`src/bie_consts.vh`:
```
// constants for the branch and increment execution unit
// assumes inclusion by bie_branch_increment_exec.v only
`ifndef BIE_CONSTS_VH
`define BIE_CONSTS_VH

// full opcodes
`define BIE_OP_DECREMENT_BRANCH_NONZERO_DIR  8'hD5
`define BIE_OP_INC_ACC   8'h04
`define BIE_OP_INC_DIR   8'h05
`define BIE_OP_INC_DATA_POINTER_PAIR  8'hA3
`define BIE_OP_JB        8'h20
`define BIE_OP_JBC       8'h10
`define BIE_OP_JNB       8'h30
`define BIE_OP_JC        8'h40
`define BIE_OP_JNC       8'h50
`define BIE_OP_JZ        8'h60
`define BIE_OP_JNZ       8'h70
`define BIE_OP_JMP_IND   8'h73

// opcode prefixes for register-field forms
`define BIE_OP_DECREMENT_BRANCH_NONZERO_RN_HI 5'h1B
`define BIE_OP_INC_RN_HI  5'h01
`define BIE_OP_INC_IND_HI 7'h03

// instruction lengths in bytes
`define BIE_LEN_1        2'h1
`define BIE_LEN_2        2'h2
`define BIE_LEN_3        2'h3

// reset and arithmetic constants
`define BIE_PC_RESET     16'h0000
`define BIE_BYTE_ZERO    8'h00
`define BIE_BYTE_ONE     8'h01
`define BIE_WORD_ONE     16'h0001
`define BIE_HI_ZERO      8'h00

// address and sign fill fields
`define BIE_BANK_PAD     3'h0
`define BIE_PTR_PAD      2'h0
`define BIE_SIGN_FILL    8

`endif

```
`src/bie_branch_increment_exec.v`:
```
// execution unit for loop, increment and conditional jump instructions
// assumes program and data memory reads are combinational in the same
// cycle, carry, accumulator and pointer live in the core's own registers
`timescale 1ns/100ps
`default_nettype none
`include "bie_consts.vh"

module bie_branch_increment_exec (
   // clock and reset
   input  wire        mclk,
   input  wire        rst_b,
   // program memory
   output wire [15:0] pmAddr,
   output wire        pmRead,
   input  wire [7:0]  pmData,
   // internal data memory and special registers
   output reg  [7:0]  dmRdAddr,
   output wire        dmRead,
   output wire        dmLatchRead,
   input  wire [7:0]  dmRdData,
   output reg  [7:0]  dmWrAddr,
   output reg  [7:0]  dmWrData,
   output reg         dmWe,
   // bit space
   output wire [7:0]  bitAddr,
   output wire        bitRead,
   input  wire        bitRdData,
   output reg         bitClr,
   // core state
   input  wire [1:0]  bankSel,
   input  wire        carryFlag,
   input  wire [7:0]  accIn,
   input  wire [15:0] dptrIn,
   output reg         accWe,
   output reg  [7:0]  accWrData,
   output reg         dptrWe,
   output reg  [15:0] dptrWrData,
   // status
   output wire [15:0] pcOut,
   output reg         instrDone,
   output reg         illegalOp
);

   // sequencer states
   localparam S_FETCH = 3'b000;
   localparam S_OPA   = 3'b001;
   localparam S_OPB   = 3'b010;
   localparam S_IND   = 3'b011;
   localparam S_EXEC  = 3'b100;

   // architectural and holding registers
   reg  [2:0]  state_reg;
   reg  [15:0] pc_reg;
   reg  [7:0]  opcode_reg;
   reg  [7:0]  op1_reg;
   reg  [7:0]  op2_reg;
   reg  [7:0]  ptr_reg;
   reg  [2:0]  state_next;
   reg  [15:0] pc_next;

   // decode and datapath nets
   wire [7:0]  curOp;
   wire        isDjnzR;
   wire        isDjnzD;
   wire        isIncA;
   wire        isIncR;
   wire        isIncD;
   wire        isIncI;
   wire        isIncDp;
   wire        isJb;
   wire        isJbc;
   wire        isJnb;
   wire        isJc;
   wire        isJnc;
   wire        isJz;
   wire        isJnz;
   wire        isJmpI;
   wire        known;
   reg  [1:0]  instrLen;
   wire [7:0]  relByte;
   wire [15:0] relExt;
   wire [15:0] target;
   wire [7:0]  decVal;
   wire [7:0]  incVal;
   wire        accZero;
   reg         takeBranch;

   // decode looks at the fetched byte in fetch, the held opcode later
   assign curOp   = (state_reg == S_FETCH) ? pmData : opcode_reg;
   assign isDjnzR = (curOp[7:3] == `BIE_OP_DECREMENT_BRANCH_NONZERO_RN_HI);
   assign isDjnzD = (curOp == `BIE_OP_DECREMENT_BRANCH_NONZERO_DIR);
   assign isIncA  = (curOp == `BIE_OP_INC_ACC);
   assign isIncR  = (curOp[7:3] == `BIE_OP_INC_RN_HI);
   assign isIncD  = (curOp == `BIE_OP_INC_DIR);
   assign isIncI  = (curOp[7:1] == `BIE_OP_INC_IND_HI);
   assign isIncDp = (curOp == `BIE_OP_INC_DATA_POINTER_PAIR);
   assign isJb    = (curOp == `BIE_OP_JB);
   assign isJbc   = (curOp == `BIE_OP_JBC);
   assign isJc    = (curOp == `BIE_OP_JC);
   assign isJnc   = (curOp == `BIE_OP_JNC);
   assign isJmpI  = (curOp == `BIE_OP_JMP_IND);
   assign isJnb   = (curOp == `BIE_OP_JNB);
   assign isJnz   = (curOp == `BIE_OP_JNZ);
   assign isJz    = (curOp == `BIE_OP_JZ);

   // anything outside this group is flagged and skipped
   assign known = isDjnzR | isDjnzD | isIncA | isIncR | isIncD | isIncI |
                  isIncDp | isJb | isJbc | isJnb | isJc | isJnc | isJz |
                  isJnz | isJmpI;

   // byte count per opcode
   always @* begin
      if (isDjnzD | isJb | isJbc | isJnb) begin
         instrLen = `BIE_LEN_3;
      end else if (isDjnzR | isIncD | isJc | isJnc | isJz | isJnz) begin
         instrLen = `BIE_LEN_2;
      end else begin
         instrLen = `BIE_LEN_1;
      end
   end

   // offset sits in the last byte; pc already points past the instruction
   assign relByte = (isDjnzD | isJb | isJbc | isJnb) ? op2_reg
                                                     : op1_reg;
   assign relExt  = {{`BIE_SIGN_FILL{relByte[7]}}, relByte};
   assign target  = pc_reg + relExt;

   assign decVal  = dmRdData - `BIE_BYTE_ONE;
   assign incVal  = dmRdData + `BIE_BYTE_ONE;
   // condition shared by both accumulator jumps
   assign accZero = (accIn == `BIE_BYTE_ZERO);

   // program fetch runs from the held pc
   assign pmAddr = pc_reg;
   assign pmRead = (state_reg == S_FETCH) | (state_reg == S_OPA) |
                   (state_reg == S_OPB);
   assign pcOut  = pc_reg;

   // data memory read address: bank register, direct byte or pointer
   always @* begin
      dmRdAddr = `BIE_BYTE_ZERO;
      if (state_reg == S_IND) begin
         dmRdAddr = {`BIE_BANK_PAD, bankSel, `BIE_PTR_PAD, opcode_reg[0]};
      end else if (isDjnzR | isIncR) begin
         dmRdAddr = {`BIE_BANK_PAD, bankSel, opcode_reg[2:0]};
      end else if (isDjnzD | isIncD) begin
         dmRdAddr = op1_reg;
      end else if (isIncI) begin
         dmRdAddr = ptr_reg;
      end
   end

   // data reads only in the pointer and exec cycles
   assign dmRead = (state_reg == S_IND) |
                   ((state_reg == S_EXEC) &
                    (isDjnzR | isDjnzD | isIncR | isIncD | isIncI));
   // ports modified here must read back the latch, not the pins
   assign dmLatchRead = (state_reg == S_EXEC) &
                        (isDjnzD | isIncD | isIncI | isJbc);

   // bit jumps keep their address in the first operand byte
   assign bitAddr = op1_reg;
   assign bitRead = (state_reg == S_EXEC) & (isJb | isJbc | isJnb);

   // branch condition per opcode
   always @* begin
      takeBranch = 1'b0;
      if (isDjnzR | isDjnzD) begin
         takeBranch = (decVal != `BIE_BYTE_ZERO);
      end else if (isJb | isJbc) begin
         takeBranch = bitRdData;
      end else if (isJnb) begin
         takeBranch = ~bitRdData;
      end else if (isJc) begin
         takeBranch = carryFlag;
      end else if (isJnc) begin
         takeBranch = ~carryFlag;
      end else if (isJz) begin
         takeBranch = accZero;
      end else if (isJnz) begin
         takeBranch = ~accZero;
      end
   end

   // next program counter; every fetched byte steps it, exec may redirect
   always @* begin
      pc_next = pc_reg;
      case (state_reg)
         S_FETCH, S_OPA, S_OPB: begin
            pc_next = pc_reg + `BIE_WORD_ONE;
         end
         S_EXEC: begin
            if (isJmpI) begin
               // unsigned accumulator, carry runs into the high byte
               pc_next = dptrIn + {`BIE_HI_ZERO, accIn};
            end else if (takeBranch) begin
               pc_next = target;
            end
         end
         default: begin
            pc_next = pc_reg;
         end
      endcase
   end

   // next sequencer state; operand bytes or the pointer read first, then one exec cycle
   always @* begin
      state_next = S_FETCH;
      case (state_reg)
         S_FETCH: begin
            if (!known) begin
               // foreign opcode is skipped as one byte
               state_next = S_FETCH;
            end else if (instrLen != `BIE_LEN_1) begin
               state_next = S_OPA;
            end else if (isIncI) begin
               state_next = S_IND;
            end else begin
               state_next = S_EXEC;
            end
         end
         S_OPA: begin
            if (instrLen == `BIE_LEN_3) begin
               state_next = S_OPB;
            end else begin
               state_next = S_EXEC;
            end
         end
         S_OPB: begin
            state_next = S_EXEC;
         end
         S_IND: begin
            state_next = S_EXEC;
         end
         S_EXEC: begin
            state_next = S_FETCH;
         end
         default: begin
            state_next = S_FETCH;
         end
      endcase
   end

   // sequencer; no flag output exists, so no path can alter flags
   always @(posedge mclk or negedge rst_b) begin
      if (!rst_b) begin
         state_reg  <= S_FETCH;
         pc_reg     <= `BIE_PC_RESET;
         opcode_reg <= `BIE_BYTE_ZERO;
         op1_reg    <= `BIE_BYTE_ZERO;
         op2_reg    <= `BIE_BYTE_ZERO;
         ptr_reg    <= `BIE_BYTE_ZERO;
         dmWrAddr   <= `BIE_BYTE_ZERO;
         dmWrData   <= `BIE_BYTE_ZERO;
         dmWe       <= 1'b0;
         bitClr     <= 1'b0;
         accWe      <= 1'b0;
         accWrData  <= `BIE_BYTE_ZERO;
         dptrWe     <= 1'b0;
         dptrWrData <= `BIE_PC_RESET;
         instrDone  <= 1'b0;
         illegalOp  <= 1'b0;
      end else begin
         // write strobes and status are one-cycle pulses
         dmWe      <= 1'b0;
         bitClr    <= 1'b0;
         accWe     <= 1'b0;
         dptrWe    <= 1'b0;
         instrDone <= 1'b0;
         illegalOp <= 1'b0;
         state_reg <= state_next;
         pc_reg    <= pc_next;
         case (state_reg)
            S_FETCH: begin
               opcode_reg <= pmData;
               if (!known) begin
                  // flagged here, the next byte is fetched as an opcode
                  illegalOp <= 1'b1;
                  instrDone <= 1'b1;
               end
            end
            S_OPA: begin
               op1_reg <= pmData;
            end
            S_OPB: begin
               op2_reg <= pmData;
            end
            S_IND: begin
               // indirect pointer register gives the target byte address
               ptr_reg <= dmRdData;
            end
            S_EXEC: begin
               // every write and the done pulse leave together
               instrDone <= 1'b1;
               if (isDjnzR | isDjnzD) begin
                  dmWe     <= 1'b1;
                  dmWrAddr <= dmRdAddr;
                  dmWrData <= decVal;
               end
               if (isIncR | isIncD | isIncI) begin
                  dmWe     <= 1'b1;
                  dmWrAddr <= dmRdAddr;
                  dmWrData <= incVal;
               end
               if (isIncA) begin
                  accWe     <= 1'b1;
                  accWrData <= accIn + `BIE_BYTE_ONE;
               end
               if (isIncDp) begin
                  dptrWe     <= 1'b1;
                  dptrWrData <= dptrIn + `BIE_WORD_ONE;
               end
               if (isJbc & bitRdData) begin
                  bitClr <= 1'b1;
               end
            end
            default: begin
               // unused codes recover through the next-state logic
               instrDone <= 1'b0;
            end
         endcase
      end
   end

endmodule
`default_nettype wire

```
`config.mk`:
```
export PLATFORM = sky130hd
export DESIGN_NAME = bie_branch_increment_exec
export DESIGN_NICKNAME = d
export VERILOG_FILES = /design/src/bie_branch_increment_exec.v
export VERILOG_INCLUDE_DIRS = /design/src
export SDC_FILE = /design/constraint.sdc
export NUM_CORES = 1
export LEC_CHECK = 0
export BUFFER_PORTS_ARGS = -buffer_cell sky130_fd_sc_hd__buf_2
export CORE_MARGIN = 1.5
export CORE_UTILIZATION = 30
export DETAILED_ROUTE_END_ITERATION = 8
export HOLD_SLACK_MARGIN = 0.08
export SLEW_MARGIN = 0
export SYNTH_ARGS = -nofsm -noshare
export SYNTH_HDL_FRONTEND = slang
export SYNTH_SLANG_ARGS = --single-unit
```
`constraint.sdc`:
```
create_clock -name mclk -period 4.7 [get_ports mclk]
set_clock_uncertainty 0.15 [all_clocks]
set_input_delay 0.705 -clock mclk [delete_from_list [all_inputs] [get_ports mclk]]
set_output_delay 0.705 -clock mclk [all_outputs]
set_load 0.05 [all_outputs]
```
* Word-level counts from Yosys, hierarchy flattened
Index checks and enable logic that the tools add are counted.
** Word-level totals
- Bits in registers :: 97
- Bits of input ports :: 46
- Output and inout bits :: 98
- Word-level logic and storage cells :: 138
** Cells by class
- Add/subtract/negate cells :: 7
- Equality and inequality tests :: 22
- Muxes and demuxes :: 39
- Bitwise operators :: 43
- Reduce and logical (&&, ||, !) cells :: 11
** Operator list (count)
- two-way mux 8 bit :: 10
- equality test 8 x 7 -> 1 bit, second input constant :: 5
- OR 1 bit :: 36
- adder 16 x 1 -> 16 bit, second input constant :: 2
- two-way mux 16 bit :: 2
- one-hot mux 16 bit (2 select lines) :: 1
- two-way mux 1 bit :: 18
- adder 16 bit :: 1
- adder 16 x 8 -> 16 bit :: 1
- adder 8 x 1 -> 8 bit, second input constant :: 2
- equality test 8 x 3 -> 1 bit, second input constant :: 2
- equality test 8 x 6 -> 1 bit, second input constant :: 2
- equality test 8 bit, second input constant :: 2
- two-way mux 3 bit :: 4
- one-hot mux 3 bit (3 select lines) :: 1
- equality test 8 x 5 -> 1 bit, second input constant :: 1
- logical NOT 8 bit :: 1
- AND reduction 2 bit :: 4
- nonzero test 8 bit :: 1
- subtractor 8 x 1 -> 8 bit, second input constant :: 1
- equality test 7 x 2 -> 1 bit, second input constant :: 1
- equality test 3 x 2 -> 1 bit, second input constant :: 2
- equality test 5 x 1 -> 1 bit, second input constant :: 1
- equality test 5 bit, second input constant :: 1
- 13 further kinds :: 20

* Longest topological paths before layout
- Depth after elaboration :: 19
- Depth in mapped cells :: 20
- Mapped depth without buffers :: 16

* Worst setup path after synthesis
Ideal clock, no wire load.
- Kind :: input -> register
- Start point :: input port pmData[4]
- End point :: register pc_reg[14], in the netlist pcOut[14]
- Setup time :: 139 ps
- Arrival time :: 4389 ps
- Setup slack :: 23 ps
- Stages :: 18
- Buffers on the path :: 2
- Path through :: clkbuf_1 -> nand4b_1 -> mux2_2 -> o221ai_1 -> clkbuf_1 -> clkinv_1 -> nand2_1 -> nand2_1 -> ha_1 -> fa_1 -> a211oi_1 -> nor2_1 -> o31a_1 -> o41ai_1 -> o21ai_0 -> xor2_1 -> o21ai_0 -> o211ai_1
** On the way
- Word-level cells in the longest chain between the ends :: 11
- Elaborated cells on any way between the ends :: 30
- Classes of those cells :: add/sub (1); eq/ne (11); mux (12); bitwise (5); reduce/logical (1)
** Ends and longest elaborated chain
- from (decl) :: RTL line bie_branch_increment_exec.v:15 : input wire [7:0] pmData,
- two-way mux 8 bit *
- branches (longest 10 deep; another with adder 16 bit)
- to (signal assigned) :: RTL line bie_branch_increment_exec.v:248 : pc_reg <= `BIE_PC_RESET;
- to (signal assigned) :: RTL line bie_branch_increment_exec.v:272 : pc_reg <= pc_next;
- to (decl) :: RTL line bie_branch_increment_exec.v:53 : reg [15:0] pc_reg;
Every way passes the cells marked *. The select of a mux whose other input is x is not followed.
A chain may end at the register's enable or synchronous reset.

* Worst setup path after layout
- Start point :: register state_reg[0]
- End point :: output port dmRdAddr[1]
** On the way
- Word-level cells in the longest chain between the ends :: 7
- Elaborated cells on any way between the ends :: 14
- Classes of those cells :: eq/ne (6); mux (5); bitwise (2); reduce/logical (1)
** Ends and longest elaborated chain
- from (decl) :: RTL line bie_branch_increment_exec.v:52 : reg [2:0] state_reg;
- from (signal assigned) :: RTL line bie_branch_increment_exec.v:271 : state_reg <= state_next;
- logical NOT 3 bit :: RTL line bie_branch_increment_exec.v:89 : assign curOp = (state_reg == S_FETCH) ? pmData : opcode_reg;
- two-way mux 8 bit
- equality test 8 bit (no source line) (tied with other cells)
- OR 1 bit or two-way mux 8 bit (tied branches) :: RTL line bie_branch_increment_exec.v:146, bie_branch_increment_exec.v:148
- two-way mux 8 bit :: RTL line bie_branch_increment_exec.v:146 : end else if (isDjnzD | isIncD) begin
- two-way mux 8 bit :: RTL line bie_branch_increment_exec.v:144 : end else if (isDjnzR | isIncR) begin
- two-way mux 8 bit * :: RTL line bie_branch_increment_exec.v:142 : if (state_reg == S_IND) begin
- to (decl) :: RTL line bie_branch_increment_exec.v:17 : output reg [7:0] dmRdAddr,
Every way passes the cells marked *; elsewhere a longest branch is shown, timed or not.

==> impl.org <==
** Critical path
- The critical path is of the reg2out type.
- Worst Setup End Kind :: output pin
- Worst Path Arrival :: 3.41 ns
- At the worst endpoint, the required time is 3.85 ns.
- Along the worst path, the maximum fanout reaches 12.
- Startpoint kind of the worst setup timing path :: register

** Pwr
- For this design the static power due to leakage is 3.93 nW.
- Switching power share of the total :: 0.493
- Largest voltage drop on the vdd net :: 0.000237 V
- Internal power comes to 2.24 mW.
- The completed layout was analyzed and its total power is 4.43 mW.
- Power per cell area :: 549 nW/µm²
- Of the total power, registers draw 0.284.
- Clock network fraction of design power :: 0.186
- Psw :: 2.18 mW
- Combinational Power Share :: 0.531

** Timing
- Final hold violation count :: 0
- The number of pins exceeding their max-slew limit in the final report came to 0.
- Setup repair after global routing missed its margin :: no
- Setup TNS Final :: 0 ns
- The clock period could shrink to 4.26 ns.
- Tcrit/Tclk final :: 0.907
- At the pin with the least slew margin, the transition time is 1.16 ns.
- Max Clk Rate :: 235 MHz
- Setup violations, final :: 0
- In this run the tightest slew margin relative to its limit is 0.225.

** Yosys
- Average footprint of a synthesized cell :: 8.77 µm²
- After synthesis the cells add up to 6800 µm².
- Number of distinct standard cells referenced by the synthesized netlist :: 78
- Number of synthesis warnings :: 0
- Among all flip-flop cells after synthesis, the most frequent one is dfrtp_1.
- Count of flip-flops with a built-in enable after synthesis :: 0
- Synth async-reset ratio :: 1.00
- When the netlist entered floorplanning its net count stood at 854.
- Synthesis inferred 97 register bits.
- Post-Syn Instances :: 776
- Post-synthesis sequential area ratio :: 0.357

** Finish
- Number of fill cells :: 2299
- The finished layout holds 1187 standard cells, fillers aside.
- Most frequent cells in the layout :: buf_2, nand2_1, dfrtp_1
- Final-stage net count :: 981
- In the final layout, the share of cells above drive strength 1 is 0.247.
- The repair_antennas step left the layout with diodes totalling 0.
- The multi-input combinational cells in the finished layout cover a total of 3970 µm².
- Most common cell after layout, fill and taps aside :: buf_2
- Once layout is complete, the utilization of the core stands at 0.366.
- Layout overhead on the synthesized area :: 18.4%
- In the final layout, flip-flops and latches occupy 2430 µm².

** Drt
- Count of vias placed by the detailed router :: 6079
- In this run the remaining antenna-violating nets after routing total 0.
- Detailed-route wire length :: 19800 µm
- Initial drt markers :: 390
- Routed length per instance :: 16.7 µm
- For this run, design rule violations remaining after detail routing come to 0.
- For this run, the detailed router's first-pass iteration total came to 5.
- After detailed routing, the number of vias per cell comes to 5.12.

** GRT
- Vias in the first global route :: 5724
- Total global routing track utilization :: 0.171
- For this run the aggregate overflow at the end of global routing stands at 0.
- The first global-routing pass estimated 32000 µm of wire.
- The initial antenna violation count is 0.
- Largest net degree at the start of global routing :: 50

** Floorplan
- Overall die height :: 154 µm
- The total area inside the core boundary comes to 22000 µm².
- The die covers 23600 µm².
- Pin placement for this block handled 144 I/O pins.
- # rows :: 54
- From left edge to right edge, the die measures 154 µm.
- Initial core utilization :: 0.309

** Job
- Max cap viols :: 0

** Clocking
- CTS tree :: built
- H-tree lvl count :: 3
- Post-cts hold buffer count :: 1
- In this run, CTS created clock tree buffers numbering 9.
- After clock tree synthesis, the clock-pin slew on the worst setup and hold paths is 0.07 ns.
- Number of sinks handled by clock tree synthesis :: 97
- The longest clock path from root to sink contains 2 buffers.
- Postcts setup bufs :: 0
- In this run, post-CTS repair resized a total of 0 instances.
- The tree is rooted in a clkbuf_16.
- At the later pin of the worst-skew pair, clock insertion delay measures 0.36 ns.

** Outcome
- Result of the run :: finished clean

** Placed design
- Half-perimeter wire length of the detailed placement result :: 15100 µm
- I/O Buffers :: 143
- Total placed cells including tap cells :: 1171
- Routability cong. :: 0.865

** Min path
- The worst hold path belongs to the class reg2reg.
[routing by layer]
layer	part of all wire	global-route usage	up-vias
li1	-	-	3005
met5	0	0	-
met2	0.43	0.259	226
met1	0.49	0.243	2821
met3	0.062	0.0358	27
met4	0.021	0.0499	0
[synthesized netlist by cell type, types with 16 or more instances]
library cell	count	area (µm²)
nand2_1	115	432
dfrtp_1	97	2430
nor2_1	60	225
a21oi_1	50	250
nand3_1	34	170
o21ai_0	34	170
ha_1	30	375
xnor2_1	29	254
xor2_1	24	210
inv_1	22	82.6
and3_1	21	131
mux2_2	21	236
clkbuf_1	18	67.6
buf_4	16	120
[final timing paths]
check / startpoint / endpoint / slack (ns) / cells past startpoint
max: state_reg[0]$_DFF_PN0_ / dmRdAddr[1] / 0.44 / 9
min: accWrData[5]$_DFFE_PN0P_ / accWrData[5]$_DFFE_PN0P_ / 0.33 / 2
max reg2reg: state_reg[0]$_DFF_PN0_ / pcOut[15]$_DFFE_PN0P_ / 0.46 / 16
min reg2reg: accWrData[5]$_DFFE_PN0P_ / accWrData[5]$_DFFE_PN0P_ / 0.33 / 2
max in group asynchronous: rst_b / dptrWrData[8]$_DFFE_PN0P_ / 3.01 / 3
min in group asynchronous: rst_b / bitAddr[0]$_DFFE_PN0P_ / 0.54 / 2
[through the flow]
step / area, µm² / setup WS (ns) / hold WS, ns
4_1_cts: 8060 / 0.458 / 0.332
2_1_floorplan: 6800 / 0.0225 / 0.259
3_3_place_gp: 7720 / 0.261 / 0.310
6_report: 8060 / 0.437 / 0.326
5_1_grt: 8060 / 0.125 / 0.348
3_5_place_dp: 7720 / 0.208 / 0.312
[logic make-up after synthesis]
family          count (synthesis)  synth area share
flops                          97             0.357
fa+ha+maj                      32            0.0611
buf+inv                        73            0.0590
mux                            39            0.0669
simple gates                  302             0.219
compound gates                180             0.169
xor+xnor                       53            0.0682
[power by group through the flow]
stage	sequential [mW]	combinational [mW]	clock, mW
final	1.25	2.35	0.822
after global routing	1.29	2.55	0.886
after CTS	1.26	2.35	0.850
after detailed placement	1.27	2.34	0
after global placement	1.27	2.34	0
after floorplan	1.65	1.44	0
[worst max-delay path: stages, from the launching register on]
cell and delay, ns:
dfrtp_1 0.48, or3_1 0.44, buf_4 0.23, mux2i_2 0.28
nand4b_2 0.23, nor2_1 0.24, and2_1 0.41, a22oi_1 0.16
a21oi_1 0.26, buf_2 0.31
[layout make-up]
type / count / area share
inverters: 25 / 0.0126
well taps: 280 / 0.0435
multi-input cells: 606 / 0.493
clock inverters: 5 / 0.0107
flip-flops and latches: 97 / 0.301
clock buffers: 10 / 0.0297
repair buffers: 164 / 0.109
Note: power is estimated with default switching activity, not from simulation.
